==> src/rtl/alarm_relay_pkg.sv <==
// Constants shared by the alarm relay timing block.
// Assumes a 125 MHz system clock and 16-bit register words.
package alarm_relay_pkg;

    // Data, address and time widths
    localparam int DATA_W = 16;
    localparam int ADDR_W = 4;
    localparam int TIME_W = 10;
    localparam int NCH    = 2;

    // One-second tick derived from the clock rate
    localparam int CLK_HZ        = 125_000_000;
    localparam int TICK_PERIOD_S = 1;
    localparam int TICK_CYCLES   = TICK_PERIOD_S * CLK_HZ;

    // Longest operation or delay time in seconds
    localparam logic [DATA_W-1:0] TIME_MAX = 16'h03e8;

    // Per-channel register block: base is channel times stride
    localparam int CH_STRIDE = 5;
    localparam logic [ADDR_W-1:0] FLD_SP   = 4'h0;
    localparam logic [ADDR_W-1:0] FLD_FUNC = 4'h1;
    localparam logic [ADDR_W-1:0] FLD_HYS  = 4'h2;
    localparam logic [ADDR_W-1:0] FLD_ON   = 4'h3;
    localparam logic [ADDR_W-1:0] FLD_DLY  = 4'h4;
    localparam logic [ADDR_W-1:0] ADDR_STATUS = 4'ha;

    // Status word layout
    localparam int STAT_COND  = 0;
    localparam int STAT_RELAY = 2;

    // Alarm function codes
    localparam logic [1:0] FUNC_OFF   = 2'h0;
    localparam logic [1:0] FUNC_BELOW = 2'h1;
    localparam logic [1:0] FUNC_ABOVE = 2'h2;
    localparam logic [1:0] FUNC_BAND  = 2'h3;

    // Reset values
    localparam logic [DATA_W-1:0] SP_RST   = 16'h0000;
    localparam logic [DATA_W-1:0] HYS_RST  = 16'h0000;
    localparam logic [1:0]        FUNC_RST = 2'h0;
    localparam logic [TIME_W-1:0] TIME_RST = 10'h000;

    // Relay timing states
    typedef enum logic [4:0] {
        ST_IDLE  = 5'h01,
        ST_DELAY = 5'h02,
        ST_ON    = 5'h04,
        ST_PAUSE = 5'h08,
        ST_DONE  = 5'h10
    } tstate_e;

endpackage : alarm_relay_pkg

==> src/rtl/alarm_relay_timing.sv <==
// Two-channel alarm relay timing block with lamps and registers.
// Assumes a synchronous process value input and a plain register port.
`timescale 1ns/100ps
`default_nettype none
module alarm_relay_timing
    import alarm_relay_pkg::*;
#(
    parameter int TICKS = TICK_CYCLES
) (
    input  wire logic              clk,
    input  wire logic              arst_n,
    input  wire logic [DATA_W-1:0] pv,
    input  wire logic [ADDR_W-1:0] reg_addr,
    input  wire logic [DATA_W-1:0] reg_wdata,
    input  wire logic              reg_wr,
    input  wire logic              reg_rd,
    output logic      [DATA_W-1:0] reg_rdata,
    output logic                   first_alarm_lamp,
    output logic                   second_alarm_lamp,
    output logic                   first_alarm_relay,
    output logic                   second_alarm_relay
);

    // Width of the second prescaler
    localparam int TCW = $clog2(TICKS);

    // Whole state of the block
    typedef struct packed {
        logic [NCH-1:0][DATA_W-1:0] sp;     // Set points
        logic [NCH-1:0][DATA_W-1:0] hys;    // Hysteresis bands
        logic [NCH-1:0][1:0]        func;   // Alarm functions
        logic [NCH-1:0][TIME_W-1:0] on_t;   // Operation times
        logic [NCH-1:0][TIME_W-1:0] dly_t;  // Delay times
        tstate_e [NCH-1:0]          st;     // Timing states
        logic [NCH-1:0][TIME_W-1:0] cnt;    // Second counters
        logic [NCH-1:0]             relay;  // Relay drives
        logic [TCW-1:0]             pre;    // Prescaler
        logic                       tick;   // One-second pulse
        logic [DATA_W-1:0]          rdata;  // Read data
    } top_s;

    top_s               s_r;                // Current state
    top_s               s_nxt;              // Next state
    logic [NCH-1:0]     cond_r;             // Registered conditions
    logic [ADDR_W-1:0]  base;               // Channel register base
    logic [TIME_W-1:0]  inc;                // Counter plus one
    logic [TIME_W-1:0]  wtime;              // Clamped time write

    // Condition comparators, one per channel
    for (genvar c = 0; c < NCH; c++) begin : g_cmp
        alarm_compare #(
            .DW        (DATA_W)
        ) u_cmp (
            .clk       (clk),
            .arst_n    (arst_n),
            .pv        (pv),
            .set_point (s_r.sp[c]),
            .band      (s_r.hys[c]),
            .func      (s_r.func[c]),
            .cond      (cond_r[c])
        );
    end

    // Register access, prescaler and relay timing machines
    always_comb begin
        s_nxt = s_r;
        base  = '0;
        inc   = '0;
        // Times above the top of range are clamped
        if (reg_wdata > TIME_MAX) begin
            wtime = TIME_MAX[TIME_W-1:0];
        end else begin
            wtime = reg_wdata[TIME_W-1:0];
        end

        // Free-running one-second prescaler
        if (s_r.pre == TCW'(TICKS - 1)) begin
            s_nxt.pre  = '0;
            s_nxt.tick = 1'b1;
        end else begin
            s_nxt.pre  = s_r.pre + 1'b1;
            s_nxt.tick = 1'b0;
        end

        // Read data stand one cycle only; unmapped reads give zero
        s_nxt.rdata = '0;
        if (reg_rd && reg_addr == ADDR_STATUS) begin
            s_nxt.rdata[STAT_COND +: NCH]  = cond_r;
            s_nxt.rdata[STAT_RELAY +: NCH] = s_r.relay;
        end

        for (int c = 0; c < NCH; c++) begin
            base = ADDR_W'(c * CH_STRIDE);
            // Configuration writes
            if (reg_wr) begin
                if (reg_addr == base + FLD_SP) begin
                    s_nxt.sp[c] = reg_wdata;
                end
                if (reg_addr == base + FLD_FUNC) begin
                    s_nxt.func[c] = reg_wdata[1:0];
                end
                if (reg_addr == base + FLD_HYS) begin
                    s_nxt.hys[c] = reg_wdata;
                end
                if (reg_addr == base + FLD_ON) begin
                    s_nxt.on_t[c] = wtime;
                end
                if (reg_addr == base + FLD_DLY) begin
                    s_nxt.dly_t[c] = wtime;
                end
            end
            // Configuration reads
            if (reg_rd) begin
                if (reg_addr == base + FLD_SP) begin
                    s_nxt.rdata = s_r.sp[c];
                end
                if (reg_addr == base + FLD_FUNC) begin
                    s_nxt.rdata = DATA_W'(s_r.func[c]);
                end
                if (reg_addr == base + FLD_HYS) begin
                    s_nxt.rdata = s_r.hys[c];
                end
                if (reg_addr == base + FLD_ON) begin
                    s_nxt.rdata = DATA_W'(s_r.on_t[c]);
                end
                if (reg_addr == base + FLD_DLY) begin
                    s_nxt.rdata = DATA_W'(s_r.dly_t[c]);
                end
            end

            // Relay timing machine of this channel
            inc = s_r.cnt[c] + 1'b1;
            if (!cond_r[c]) begin
                // Condition gone: release and clear at once
                s_nxt.st[c]    = ST_IDLE;
                s_nxt.cnt[c]   = '0;
                s_nxt.relay[c] = 1'b0;
            end else begin
                unique case (s_r.st[c])
                    ST_IDLE: begin
                        s_nxt.cnt[c] = '0;
                        // Delay mode waits, every other mode starts on
                        if (s_r.on_t[c] == '0 && s_r.dly_t[c] != '0) begin
                            s_nxt.st[c]    = ST_DELAY;
                            s_nxt.relay[c] = 1'b0;
                        end else begin
                            s_nxt.st[c]    = ST_ON;
                            s_nxt.relay[c] = 1'b1;
                        end
                    end
                    ST_DELAY: begin
                        if (s_r.on_t[c] != '0 || s_r.dly_t[c] == '0) begin
                            // Mode changed while waiting
                            s_nxt.st[c]  = ST_IDLE;
                            s_nxt.cnt[c] = '0;
                        end else if (s_r.tick) begin
                            if (inc >= s_r.dly_t[c]) begin
                                s_nxt.st[c]    = ST_ON;
                                s_nxt.cnt[c]   = '0;
                                s_nxt.relay[c] = 1'b1;
                            end else begin
                                s_nxt.cnt[c] = inc;
                            end
                        end
                    end
                    ST_ON: begin
                        s_nxt.relay[c] = 1'b1;
                        // Zero operation time holds the relay on
                        if (s_r.on_t[c] != '0 && s_r.tick) begin
                            if (inc >= s_r.on_t[c]) begin
                                s_nxt.cnt[c]   = '0;
                                s_nxt.relay[c] = 1'b0;
                                if (s_r.dly_t[c] == '0) begin
                                    s_nxt.st[c] = ST_DONE;
                                end else begin
                                    s_nxt.st[c] = ST_PAUSE;
                                end
                            end else begin
                                s_nxt.cnt[c] = inc;
                            end
                        end
                    end
                    ST_PAUSE: begin
                        if (s_r.on_t[c] == '0 || s_r.dly_t[c] == '0) begin
                            s_nxt.st[c]  = ST_IDLE;
                            s_nxt.cnt[c] = '0;
                        end else if (s_r.tick) begin
                            if (inc >= s_r.dly_t[c]) begin
                                s_nxt.st[c]    = ST_ON;
                                s_nxt.cnt[c]   = '0;
                                s_nxt.relay[c] = 1'b1;
                            end else begin
                                s_nxt.cnt[c] = inc;
                            end
                        end
                    end
                    ST_DONE: begin
                        // Pulse spent: stay released until condition ends or the mode changes
                        s_nxt.relay[c] = 1'b0;
                        if (s_r.on_t[c] == '0 || s_r.dly_t[c] != '0) begin
                            s_nxt.st[c] = ST_IDLE;
                        end
                    end
                    default: begin
                        s_nxt.st[c]    = ST_IDLE;
                        s_nxt.cnt[c]   = '0;
                        s_nxt.relay[c] = 1'b0;
                    end
                endcase
            end
        end
    end

    // State register
    always_ff @(posedge clk or negedge arst_n) begin
        if (!arst_n) begin
            s_r       <= '0;
            s_r.sp    <= '{default: SP_RST};
            s_r.hys   <= '{default: HYS_RST};
            s_r.func  <= '{default: FUNC_RST};
            s_r.on_t  <= '{default: TIME_RST};
            s_r.dly_t <= '{default: TIME_RST};
            s_r.st    <= '{default: ST_IDLE};
        end else begin
            s_r <= s_nxt;
        end
    end

    // Lamps follow the condition alone, relays come from timing
    assign first_alarm_lamp   = cond_r[0];
    assign second_alarm_lamp  = cond_r[1];
    assign first_alarm_relay  = s_r.relay[0];
    assign second_alarm_relay = s_r.relay[1];
    assign reg_rdata          = s_r.rdata;

    // Checks per channel
    for (genvar c = 0; c < NCH; c++) begin : g_chk
        property p_relay_cond;
            @(posedge clk) disable iff (!arst_n)
            s_r.relay[c] |-> $past(cond_r[c]);
        endproperty
        a_relay_cond: assert property (p_relay_cond)
            else $error("relay on without alarm condition");

        property p_release;
            @(posedge clk) disable iff (!arst_n)
            !cond_r[c] |=> (!s_r.relay[c] && s_r.cnt[c] == '0);
        endproperty
        a_release: assert property (p_release)
            else $error("relay or timer kept after condition fell");

        property p_follow;
            @(posedge clk) disable iff (!arst_n)
            (cond_r[c] && s_r.on_t[c] == '0 && s_r.dly_t[c] == '0)[*2]
            |=> s_r.relay[c];
        endproperty
        a_follow: assert property (p_follow)
            else $error("relay does not follow condition");

        property p_delay_quiet;
            @(posedge clk) disable iff (!arst_n)
            (s_r.st[c] == ST_DELAY) |-> !s_r.relay[c];
        endproperty
        a_delay_quiet: assert property (p_delay_quiet)
            else $error("relay on during delay");

        property p_delay_fire;
            @(posedge clk) disable iff (!arst_n)
            (s_r.st[c] == ST_DELAY && cond_r[c] && s_r.tick
             && s_r.on_t[c] == '0 && s_r.dly_t[c] != '0
             && s_r.cnt[c] + 1'b1 == s_r.dly_t[c])
            |=> s_r.relay[c] ##1 (s_r.relay[c] || !cond_r[c]);
        endproperty
        a_delay_fire: assert property (p_delay_fire)
            else $error("relay not on when delay ran out");

        property p_pulse_end;
            @(posedge clk) disable iff (!arst_n)
            (s_r.st[c] == ST_ON && cond_r[c] && s_r.tick
             && s_r.on_t[c] != '0 && s_r.dly_t[c] == '0
             && s_r.cnt[c] + 1'b1 == s_r.on_t[c])
            |=> (!s_r.relay[c] && s_r.st[c] == ST_DONE);
        endproperty
        a_pulse_end: assert property (p_pulse_end)
            else $error("pulse did not end after operation time");

        property p_osc_resume;
            @(posedge clk) disable iff (!arst_n)
            (s_r.st[c] == ST_PAUSE && cond_r[c] && s_r.tick
             && s_r.on_t[c] != '0 && s_r.dly_t[c] != '0
             && s_r.cnt[c] + 1'b1 == s_r.dly_t[c])
            |=> s_r.relay[c];
        endproperty
        a_osc_resume: assert property (p_osc_resume)
            else $error("oscillator did not resume");

        property p_off_dark;
            @(posedge clk) disable iff (!arst_n)
            (s_r.func[c] == FUNC_OFF) |=> !cond_r[c];
        endproperty
        a_off_dark: assert property (p_off_dark)
            else $error("disabled alarm shows a condition");
    end

endmodule : alarm_relay_timing
`default_nettype wire

==> src/rtl/alarm_compare.sv <==
// Alarm condition comparator for one channel.
// Assumes signed process value and registered configuration.
`timescale 1ns/100ps
`default_nettype none
module alarm_compare
    import alarm_relay_pkg::*;
#(
    parameter int DW = 16
) (
    input  wire logic          clk,
    input  wire logic          arst_n,
    input  wire logic [DW-1:0] pv,
    input  wire logic [DW-1:0] set_point,
    input  wire logic [DW-1:0] band,
    input  wire logic [1:0]    func,
    output logic               cond
);

    // Whole state of the comparator
    typedef struct packed {
        logic cond;                 // Registered alarm condition
    } cmp_s;

    cmp_s                s_r;       // Current state
    cmp_s                s_nxt;     // Next state
    logic signed [DW+1:0] pv_w;     // Widened process value
    logic signed [DW+1:0] sp_w;     // Widened set point
    logic signed [DW+1:0] bd_w;     // Widened band half width
    logic signed [DW+1:0] lo_w;     // Band lower edge
    logic signed [DW+1:0] hi_w;     // Band upper edge

    // Widen into signed variables so band edges cannot overflow and
    // every comparison below stays signed
    always_comb begin
        pv_w  = {{2{pv[DW-1]}}, pv};
        sp_w  = {{2{set_point[DW-1]}}, set_point};
        bd_w  = {{2{band[DW-1]}}, band};
        lo_w  = sp_w - bd_w;
        hi_w  = sp_w + bd_w;
        s_nxt = s_r;
        // Strict comparisons against set point or band edges
        unique case (func)
            FUNC_OFF:   s_nxt.cond = 1'b0;
            FUNC_BELOW: s_nxt.cond = pv_w < sp_w;
            FUNC_ABOVE: s_nxt.cond = pv_w > sp_w;
            FUNC_BAND:  s_nxt.cond = (pv_w < lo_w) || (pv_w > hi_w);
        endcase
    end

    // State register
    always_ff @(posedge clk or negedge arst_n) begin
        if (!arst_n) begin
            s_r <= '0;
        end else begin
            s_r <= s_nxt;
        end
    end

    assign cond = s_r.cond;

endmodule : alarm_compare
`default_nettype wire

==> config.mk <==
export PLATFORM = sky130hd
export DESIGN_NAME = alarm_relay_timing
export DESIGN_NICKNAME = d
export VERILOG_FILES = /design/src/rtl/alarm_relay_pkg.sv /design/src/rtl/alarm_relay_timing.sv /design/src/rtl/alarm_compare.sv
export SDC_FILE = /design/constraint.sdc
export NUM_CORES = 1
export LEC_CHECK = 0
export ABC_AREA = 1
export BUFFER_PORTS_ARGS = -buffer_cell sky130_fd_sc_hd__clkbuf_2
export CORE_MARGIN = 2
export CORE_UTILIZATION = 50
export CTS_CLUSTER_SIZE = 10
export DETAILED_ROUTE_END_ITERATION = 10
export PLACE_DENSITY = 0.67
export SLEW_MARGIN = 20
export SYNTH_ARGS = -nofsm -noshare
export SYNTH_HDL_FRONTEND = slang
export SYNTH_SLANG_ARGS = --single-unit
==> constraint.sdc <==
create_clock -name clk -period 3.2 [get_ports clk]
set_input_delay 0.32 -clock clk [delete_from_list [all_inputs] [get_ports clk]]
set_output_delay 0.32 -clock clk [all_outputs]
set_load 0.005 [all_outputs]
==> results of run 1 <==
==> metrics by stage <==
step	cells	instance area (um^2)	worst slack, ns	TNS, ns
after floorplan	2328	16300	0.303	0
after global placement	2812	17300	0.0975	0
after detailed placement	2812	17300	0.0199	0
after CTS	2845	17800	0.0214	0
after global routing	2856	18100	-0.140	-0.263
final	2856	18100	0.116	0
==> placed cells by master, fill, tap and decap left out, types with 6 or more instances in the layout <==
cell / synthesis / layout
nor3_2: 3 / 11
a21oi_2: 1 / 8
nor3_1: 30 / 22
buf_4: 19 / 64
nand2_2: 9 / 13
dfrtp_1: 184 / 183
a22oi_1: 10 / 9
clkbuf_2: 1 / 58
nor4_2: 6 / 7
o21ai_1: 37 / 37
nor4_1: 14 / 13
o21bai_1: 12 / 10
nor2_1: 164 / 159
xnor2_1: 11 / 11
o21ai_0: 159 / 157
a31oi_1: 6 / 6
ha_1: 205 / 194
inv_1: 316 / 308
nand4_1: 70 / 70
nand3_2: 2 / 6
nand3_1: 104 / 98
inv_2: 17 / 24
nor2_4: 7 / 7
o22ai_1: 6 / 6
o21a_1: 13 / 13
ha_2: 0 / 8
clkbuf_16: 0 / 17
a21oi_1: 133 / 126
nand2_1: 621 / 617
nor2_2: 6 / 11
o211ai_1: 8 / 8
xor2_1: 59 / 59
==> cell type report <==
cell class / count / area share, %
multi-input combinational: 1733 / 56.6
sequential: 186 / 25.7
inverter: 337 / 7.00
timing repair buffer: 126 / 4.60
tap: 442 / 3.05
clock buffer: 21 / 2.54
clock inverter: 11 / 0.483
==> cell usage after synthesis (6+ instances only) <==
master and number:
xnor2_1 11, o211ai_1 8, o22ai_1 6, nor4_1 14, inv_2 17, a22oi_1 10
a31oi_1 6, nor2_4 7, o21bai_1 12, nor4_2 6, clkbuf_1 33, a21oi_1 133
ha_1 205, nor2_2 6, buf_2 18, nand3_1 104, nand2_2 9, o21a_1 13
o21ai_1 37, buf_4 19, nand2_1 621, dfrtp_1 184, xor2_1 59, nor3_1 30
nor2_1 164, nand4_1 70, inv_1 316, o21ai_0 159
==> per-layer routing <==
metal  GRT usage (%)  vias up
li1                -     7750
met1            37.5     7128
met5               0        -
met2            47.0      446
met3            4.25       86
met4            9.17        0
==> worst max path at each step <==
| stage | from | endpoint | slack (ns) | cells past startpoint |
|---|---|---|---|---|
| floorplan | s_r[168] | g_cmp[1].u_cmp.cond | 0.30 | 27 |
| global placement | s_r[152] | g_cmp[0].u_cmp.cond | 0.1 | 27 |
| detailed placement | s_r[152] | g_cmp[0].u_cmp.cond | 0.02 | 24 |
| CTS | s_r[152] | g_cmp[0].u_cmp.cond | 0.02 | 24 |
| global route | s_r[171] | g_cmp[1].u_cmp.cond | -0.14 | 21 |
| finish | s_r[171] | g_cmp[1].u_cmp.cond | 0.12 | 19 |
==> power groups by stage <==
stage	logic, mW	registers (mW)	clock network (mW)
detailed placement	5.09	3.08	0
CTS	5.12	3.04	2.08
global placement	5.00	3.06	0
global route	6.16	3.09	2.19
finish	5.43	3.04	2.04
floorplan	3.72	2.96	0
==> registers in the layout, indices dropped and copies added (netlist names) <==
register            flops
second_alarm_relay      1
s_r                   166
g_cmp.u_cmp.cond        2
reg_rdata              16
first_alarm_relay       1
==> cells by family (layout without fill, tap and decap cells) <==
group	Yosys count	count (layout)
flip-flops	186	186
AO/OA/AOI/OAI	405	405
XOR/XNOR	70	70
AND/OR/NAND/NOR	1049	1049
buffers and inverters	409	495
adder cells (fa/ha/maj)	209	209
==> tightest hold or removal path: cells and delay by family <==
| family | cells | cell delay, ns |
|---|---|---|
| and+or+nand+nor | 1 | 0.09 |
| AOI/OAI and AO/OA | 1 | 0.06 |
| buffers and inverters | 1 | 0.13 |
==> what timing repair did <==
item / CTS / global route
hold buffers: 1 / 0
setup endpoints to repair: 0 / 7
hold endpoints to repair: 58 / 0
buffers inserted: 0 / 11
resized for setup: 0 / 64
==> results.json, run 1 <==
{
  "fp.dieArea_um2": 34100,
  "fillerInstances": 3140,
  "utilization_pct": 56.0,
  "vias": 15400,
  "yosys.area.top_type_share_pct": 28.2,
  "crit_chain": "ha_2 > inv_2 > a21oi_1 > o21ai_2 > nand4_1 > o211ai_1 > buf_4 > xor2_1 > ha_1 > nand2_1 > inv_1 > nand3_1 > nor3_1 > nand3_1 > nand3_1 > nand2_1 > nand3_1 > nand3_1 > nand2_1",
  "h-tree-depth": 4,
  "synth_compound_area_share_pct": 13.5,
  "ys.warnings.count": 0,
  "reg2reg_from": "s_r[171]",
  "max_cap_violations": 0,
  "status": "finished, final reports clean",
  "reg2reg_depth": 19,
  "top_layer": "met4",
  "synth-seq-cells": 186,
  "grt-ovfl-total": 0,
  "grt_pass1_vias": 14600,
  "power_frac_clock_pct": 19.4,
  "nNetsFinal": 2650,
  "power.density_nw_per_um2": 580,
  "clock.fmax_mhz": 324,
  "synth-edff-count": 0,
  "synth_nets": 2577,
  "cp_data_required_time_ns": 3.59,
  "p_leak_nw": 9.40,
  "synth_xor_area_share_pct": 3.75,
  "avgRoutedWirePerCell_um": 16.5,
  "crit_path_frequent_cell": "nand3_1",
  "synth_area_leaders": "dfrtp_1 (28%), ha_1 (16%), nand2_1 (14%)",
  "antenna_found_initial": 0,
  "swShare_pct": 44.4,
  "ys.flop_type": "dfrtp_1",
  "synthDistinctLibCells": 53,
  "worstPathArrival_ns": 3.48,
  "min_to": "s_r[107]",
  "r2r_end": "g_cmp[1].u_cmp.cond",
  "synthAdderAreaFrac_pct": 16.2,
  "p_int_mw": 5.85,
  "ant_nets": 0,
  "io_buffers": 59,
  "rsz0062_at_grt": "true",
  "cp_slowest_cell": "ha_2",
  "grt_max_degree": 71,
  "whs_path_depth": 3,
  "path_clk_slew_ns": 0.08,
  "drtIter0Drc": 1217,
  "clk_path_buf_depth": 2,
  "cts_tree": "yes",
  "met1_length_mm": 21.2,
  "ir_drop_mv": 0.436,
  "seq_power_share_pct": 28.9,
  "root_buffer": "clkbuf_16",
  "synthCells": 2328,
  "period_minus_slack_ns": 3.08,
  "tightest_slew_ns": 0.959,
  "hp-class": "input port to register",
  "drc": 0,
  "min_from": "reg_wdata[1]",
  "cp-start-kind": "register",
  "multi_input_area_um2": 10300,
  "wl_met3_mm": 2.53,
  "cp_max_fo": 6,
  "drive_gt1_share_pct": 11.5,
  "routed-wl-met2_mm": 22.0,
  "netlist_area_um2": 16300,
  "p_comb_share_pct": 51.6,
  "regArea_um2": 4660,
  "critPathBufInv": 3,
  "async_flop_share_pct": 100,
  "avgSynthCellArea_um2": 7.02,
  "insertion_delay_ns": 0.46,
  "switchingPower_mw": 4.67,
  "routed_wl_mm": 47.0,
  "cp-end-kind": "register",
  "initial_core_util_pct": 50.5,
  "clock-sinks": 186,
  "synth_top_family_by_area": "simple AND/OR/NAND/NOR gates",
  "hold_violations": 0,
  "cpPeakStageDelay_ns": 0.42,
  "worstSetupPathType": "register to register",
  "cpLargestDelayFamily": "simple AND/OR/NAND/NOR gates",
  "place.gp.congestion": 0.939,
  "first_pass_iters": 6,
  "grt_pass1_wl_mm": 75.6,
  "synth_top_area_cell": "dfrtp_1",
  "via_per_inst": 5.40,
  "io_pins": 60,
  "synthMuxAreaShare_pct": 0,
  "holdWs_ns": 0.171,
  "cts_made_buffers": 17,
  "hpwl_mm": 37.6,
  "fp.coreArea_um2": 32400,
  "max_slew_margin_pct": 35.7,
  "finClkSkew_ns": 0.0127,
  "die_width_um": 185,
  "totalPowerFinal_mw": 10.5,
  "yosys.area_share.simple_pct": 28.0,
  "track_usage_pct": 28.2,
  "antenna_cells": 0,
  "fin_crit_sh_pct": 96.4,
  "setup_viol": 0,
  "fp-row-count": 66,
  "reg2reg_slack_ns": 0.12,
  "drv_slew": 0,
  "seq_area_frac_synth_pct": 28.5,
  "area_delta_synth_final_pct": 11.0,
  "die_y_um": 185
}
Note: power is estimated with default switching activity, not from simulation.
==> run 2, diff against run 1 <==
- CELL_PAD_IN_SITES_DETAIL_PLACEMENT: not set -> 0
- CELL_PAD_IN_SITES_GLOBAL_PLACEMENT: not set -> 1
- CORE_UTILIZATION: 50 -> 47
- PLACE_DENSITY: 0.67 -> 0.8
==> run 2 against run 1 <==
Global-route usage is 0.50 points lower. Highest routed layer is now met5. Flip-flop and latch count stayed put. Register-to-register slack about the same. Final cell count up 1.2%. Worst hold slack improved by 0.0055 ns. Die area is 6.2% higher. Clock power up 5%. Utilization fell by 2.5 points. Power rose by 2.6%. Sequential power about the same. Non-clock buffer count increased by 21. Maximum frequency is essentially flat.
==> results.json, run 2 (synthesis results as in run 1) <==
{
  "status": "finished, final reports clean",
  "routed_wl_mm": 49.1,
  "max_cap_violations": 0,
  "hpwl_mm": 39.4,
  "dpl_cell_area_um2": 17400,
  "place.gp.congestion": 0.921,
  "layout_commonest_cell": "nand2_1",
  "io_pins": 60,
  "p_int_mw": 6.02,
  "drtIter0Drc": 1178,
  "period_minus_slack_ns": 3.08,
  "layout_common_cells": "nand2_1 (615), inv_1 (313), ha_1 (192)",
  "fp-row-count": 68,
  "die_width_um": 190,
  "cp-end-kind": "register",
  "area_delta_synth_final_pct": 12.6,
  "crit_path_frequent_cell": "nand2_1",
  "nNetsFinal": 2671,
  "switchingPower_mw": 4.77,
  "antenna_found_initial": 2,
  "clock-sinks": 186,
  "cp_max_fo": 4,
  "fp.coreArea_um2": 34400,
  "finClkSkew_ns": 0.0192,
  "place_inst": 2837,
  "h-tree-depth": 4,
  "initial_core_util_pct": 47.5,
  "insertion_delay_ns": 0.47,
  "clock.fmax_mhz": 324,
  "avgRoutedWirePerCell_um": 17.0,
  "vias": 15500,
  "power.density_nw_per_um2": 587,
  "worstSetupPathType": "register to register",
  "p_comb_share_pct": 52.1,
  "rsz0062_at_grt": "true",
  "root_buffer": "clkbuf_16",
  "largest_register_ffs": 166,
  "worstPathArrival_ns": 3.42,
  "drive_gt1_share_pct": 12.5,
  "hold_violations": 0,
  "ant_nets": 0,
  "holdWs_ns": 0.177,
  "cpPeakStageDelay_ns": 0.40,
  "hp-class": "input port to register",
  "max_slew_margin_pct": 56.4,
  "via_per_inst": 5.35,
  "totalPowerFinal_mw": 10.8,
  "fin_crit_sh_pct": 96.3,
  "grt_pass1_vias": 14900,
  "seq_power_share_pct": 28.0,
  "crit_chain": "inv_1 > ha_1 > buf_4 > a21oi_1 > nand2_1 > nand3_1 > nand3_1 > nand3_1 > nand2_1 > xor2_1 > ha_1 > nand2_1 > nor2_2 > nand2_1 > inv_1 > nand4_1 > nand3_1 > nand2_1 > nand2_1 > nand3_1 > nand3_1 > nand2_1",
  "grt_pass1_wl_mm": 78.7,
  "cp-start-kind": "register",
  "drv_slew": 0,
  "tightest_slew_ns": 0.654,
  "setup_viol": 0,
  "finalSetupTns_ns": 0,
  "drc": 0,
  "cts_tree": "yes",
  "cts_made_buffers": 17,
  "path_clk_slew_ns": 0.08,
  "fp.dieArea_um2": 36300,
  "design_area_um2": 18400,
  "regMostFlops": "s_r",
  "grt-ovfl-total": 0,
  "first_pass_iters": 6,
  "swShare_pct": 44.2,
  "die_y_um": 190,
  "cp_data_required_time_ns": 3.54,
  "ir_drop_mv": 0.429,
  "whs_path_depth": 3,
  "power_frac_clock_pct": 19.9,
  "clk_path_buf_depth": 2,
  "reg2reg_depth": 22,
  "cp_slowest_cell": "dfrtp_1",
  "grt_max_degree": 69,
  "track_usage_pct": 27.7,
  "io_buffers": 59,
  "finalNonFillerCells": 2891,
  "p_leak_nw": 9.55
}
==> run 2: changes by cell type in the layout (fill, tap and decap cells not counted), sizes merged <==
cell	before	now
clkbuf	80	77
diode	0	1
bufinv	0	1
buf	66	87
inv	336	338
==> run 2: power by group through the flow <==
stage / Sequential (mW) / Clock [mW] / Combinational, mW
finish: 3.02 / 2.15 / 5.62
global route: 3.07 / 2.29 / 6.40
CTS: 3.01 / 2.21 / 5.23
floorplan: 2.96 / 0 / 3.72
detailed placement: 3.06 / 0 / 5.19
global placement: 3.04 / 0 / 5.10
==> run 2: cell type report <==
| type | instances | area, um^2 |
|---|---|---|
| antenna | 1 | 2.50 |
| clock buffer | 18 | 439 |
| clock inverter | 14 | 138 |
| fill | 3470 | 16000 |
| inverter | 337 | 1270 |
| multi-input combinational | 1733 | 10300 |
| sequential | 186 | 4660 |
| tap | 455 | 569 |
| timing repair buffer | 147 | 992 |
==> run 2: worst paths after layout <==
kind,slack (ns),endpoint,start
max in group asynchronous,1.98,s_r[71],arst_n
hold reg to reg,0.48,s_r[54],s_r[54]
hold / removal,0.18,s_r[106],reg_wdata[0]
setup reg to reg,0.12,g_cmp[1].u_cmp.cond,s_r[138]
setup / recovery,0.12,g_cmp[1].u_cmp.cond,s_r[138]
min in group asynchronous,0.41,s_r[135],arst_n
==> run 2: per-stage QoR <==
step | util (%) | worst slack, ns
after floorplan | - | 0.303
after global placement | 50.6 | 0.0981
after detailed placement | 50.6 | -0.0134
after CTS | 52.3 | 0.0177
after global routing | 53.5 | -0.164
final | 53.5 | 0.117
==> run 2: metal layers <==
layer	GRT usage (%)	wire length [um]	share of wire, %	vias to the layer above
li1	-	-	-	7787
met1	36.7	22600	46	7258
met2	45.6	22700	46	352
met3	4.21	2240	4.6	78
met4	10.6	1670	3.4	2
met5	0	10	0.020	-
==> run 2: critical path, delay by kind of cell, from the launching register on <==
| kind | cells | cell delay, ns |
|---|---|---|
| flops | 1 | 0.40 |
| buf+inv | 3 | 0.30 |
| simple gates | 15 | 1.36 |
| xor+xnor | 1 | 0.15 |
| fa+ha+maj | 2 | 0.62 |
| compound gates | 1 | 0.14 |
==> run 2: what timing repair did <==
action	CTS	global route
gates resized for setup	1	69
pin swaps	1	37
setup buffers	1	19
hold endpoints to repair	59	0
setup endpoints to repair	1	25
hold buffers	1	0
==> run 3, diff against run 2 <==
- CORE_ASPECT_RATIO: not set -> 1.2
==> run 3 against run 2 <==
Worst setup slack worse by 0.036 ns. Largest power group unchanged. Maximum frequency is 1.2% lower. Power is 0.85% lower. Sequential share of layout area is 0.16 points higher. Final area is 0.64% lower. Worst hold slack better by 0.018 ns. Largest cell class unchanged. Critical endpoint is now g_cmp[0].u_cmp.cond.
==> results.json, run 3 (synthesis results as in run 1) <==
{
  "insertion_delay_ns": 0.47,
  "p_int_mw": 5.89,
  "cp_data_required_time_ns": 3.56,
  "max_cap_violations": 0,
  "totalPowerFinal_mw": 10.7,
  "drv_slew": 0,
  "worstPathArrival_ns": 3.48,
  "setup_viol": 0,
  "root_buffer": "clkbuf_16",
  "design_area_um2": 18300,
  "area_delta_synth_final_pct": 11.9,
  "switchingPower_mw": 4.81,
  "initial_core_util_pct": 47.8,
  "worstSetupPathType": "register to register",
  "power.density_nw_per_um2": 586,
  "p_comb_share_pct": 51.5,
  "finalNonFillerCells": 2894,
  "p_leak_nw": 9.52,
  "power_frac_clock_pct": 20.1,
  "layout_common_cells": "nand2_1 (613), inv_1 (314), ha_1 (197)",
  "period_minus_slack_ns": 3.12,
  "rsz0062_at_grt": "true",
  "cp-start-kind": "register",
  "place_inst": 2846,
  "io_pins": 60,
  "reg2reg_from": "s_r[127]",
  "antenna_found_initial": 2,
  "fin_crit_sh_pct": 97.5,
  "fp-row-count": 74,
  "clk_path_buf_depth": 2,
  "routed_wl_mm": 50.6,
  "swShare_pct": 44.9,
  "die_y_um": 208,
  "cts_made_buffers": 17,
  "tightest_slew_ns": 0.811,
  "finClkSkew_ns": 0.0118,
  "fin_ws_ns": 0.0809,
  "cpPeakStageDelay_ns": 0.40,
  "crit_path_frequent_cell": "nand2_1",
  "min_from": "reg_wdata[14]",
  "ir_drop_mv": 0.439,
  "dpl_cell_area_um2": 17400,
  "fp.coreArea_um2": 34200,
  "drc": 0,
  "regMostFlops": "s_r",
  "nNetsFinal": 2672,
  "cp_slowest_cell": "ha_1",
  "io_buffers": 59,
  "max_slew_margin_pct": 45.9,
  "crit_chain": "inv_1 > ha_1 > nor2_1 > a21oi_1 > o211ai_1 > nand2_1 > nand2_1 > nand2_1 > a22oi_1 > ha_1 > a21oi_1 > o21ai_0 > nor2_1 > nand3_1 > nand2_1 > nand3_1 > nand3_1 > nand2_1",
  "setup.worst_path.start": "s_r[127]",
  "cp_max_fo": 8,
  "drtIter0Drc": 1003,
  "ant_nets": 0,
  "cts_tree": "yes",
  "avgRoutedWirePerCell_um": 17.5,
  "h-tree-depth": 4,
  "grt_pass1_wl_mm": 80.9,
  "finalSetupTns_ns": 0,
  "layout_commonest_cell": "nand2_1",
  "hp-class": "input port to register",
  "cp-end-kind": "register",
  "place.gp.congestion": 0.959,
  "grt_pass1_vias": 15100,
  "track_usage_pct": 28.2,
  "seq_power_share_pct": 28.4,
  "clock-sinks": 186,
  "utilization_pct": 53.5,
  "cpLargestDelayFamily": "compound AO/OA/AOI/OAI gates",
  "grt-ovfl-total": 0,
  "largest_register_ffs": 166,
  "first_pass_iters": 5,
  "clock.fmax_mhz": 321,
  "hold_violations": 0,
  "via_per_inst": 5.33,
  "grt_max_degree": 74,
  "holdWs_ns": 0.194,
  "path_clk_slew_ns": 0.08,
  "fp.dieArea_um2": 36300,
  "status": "finished, final reports clean",
  "die_width_um": 174,
  "critPathBufInv": 1,
  "vias": 15400,
  "pre_cts_ws_ns": -0.0000133,
  "drive_gt1_share_pct": 11.7,
  "hpwl_mm": 40.7
}
==> run 3: worst paths after layout <==
kind / slack, ns / endpoint / cells past startpoint
min in group asynchronous: 0.42 / s_r[53] / 2
worst min-delay path: 0.19 / s_r[134] / 3
worst max-delay path: 0.08 / g_cmp[0].u_cmp.cond / 18
worst max register to register: 0.08 / g_cmp[0].u_cmp.cond / 18
worst min register to register: 0.48 / s_r[54] / 2
max in group asynchronous: 1.83 / s_r[71] / 3
==> run 3: layout make-up <==
| class | count | area [um^2] |
|---|---|---|
| tap | 456 | 571 |
| inverter | 337 | 1270 |
| clock inverter | 15 | 153 |
| multi-input combinational | 1733 | 10200 |
| fill | 3400 | 15900 |
| timing repair buffer | 148 | 987 |
| antenna | 2 | 5.00 |
| sequential | 186 | 4660 |
| clock buffer | 17 | 425 |
==> run 3: timing repair <==
action / CTS / global route
setup buffers: 0 / 13
resized for setup: 1 / 41
setup endpoints to repair: 1 / 16
cloned: 0 / 0
hold buffers: 1 / 0
hold endpoints to repair: 69 / 0
pin swaps: 0 / 26
==> run 3: power groups by stage <==
stage	logic [mW]	registers, mW	clock network [mW]
after floorplan	3.72	2.96	0
after CTS	5.29	3.04	2.21
final	5.51	3.04	2.15
after detailed placement	5.25	3.08	0
after global routing	6.27	3.08	2.27
after global placement	5.17	3.06	0
==> run 3: tightest hold or removal path, stage by stage <==
cell and delay, ns:
clkbuf_2 0.08, inv_1 0.11, o21ai_0 0.10
==> run 3: per-layer routing <==
layer	track usage [%]	vias to the layer above	wire [um]
li1	-	7807	-
met1	33.6	7172	21200
met2	50.2	363	25300
met3	4.02	87	1830
met4	12.6	0	2230
met5	0	-	0
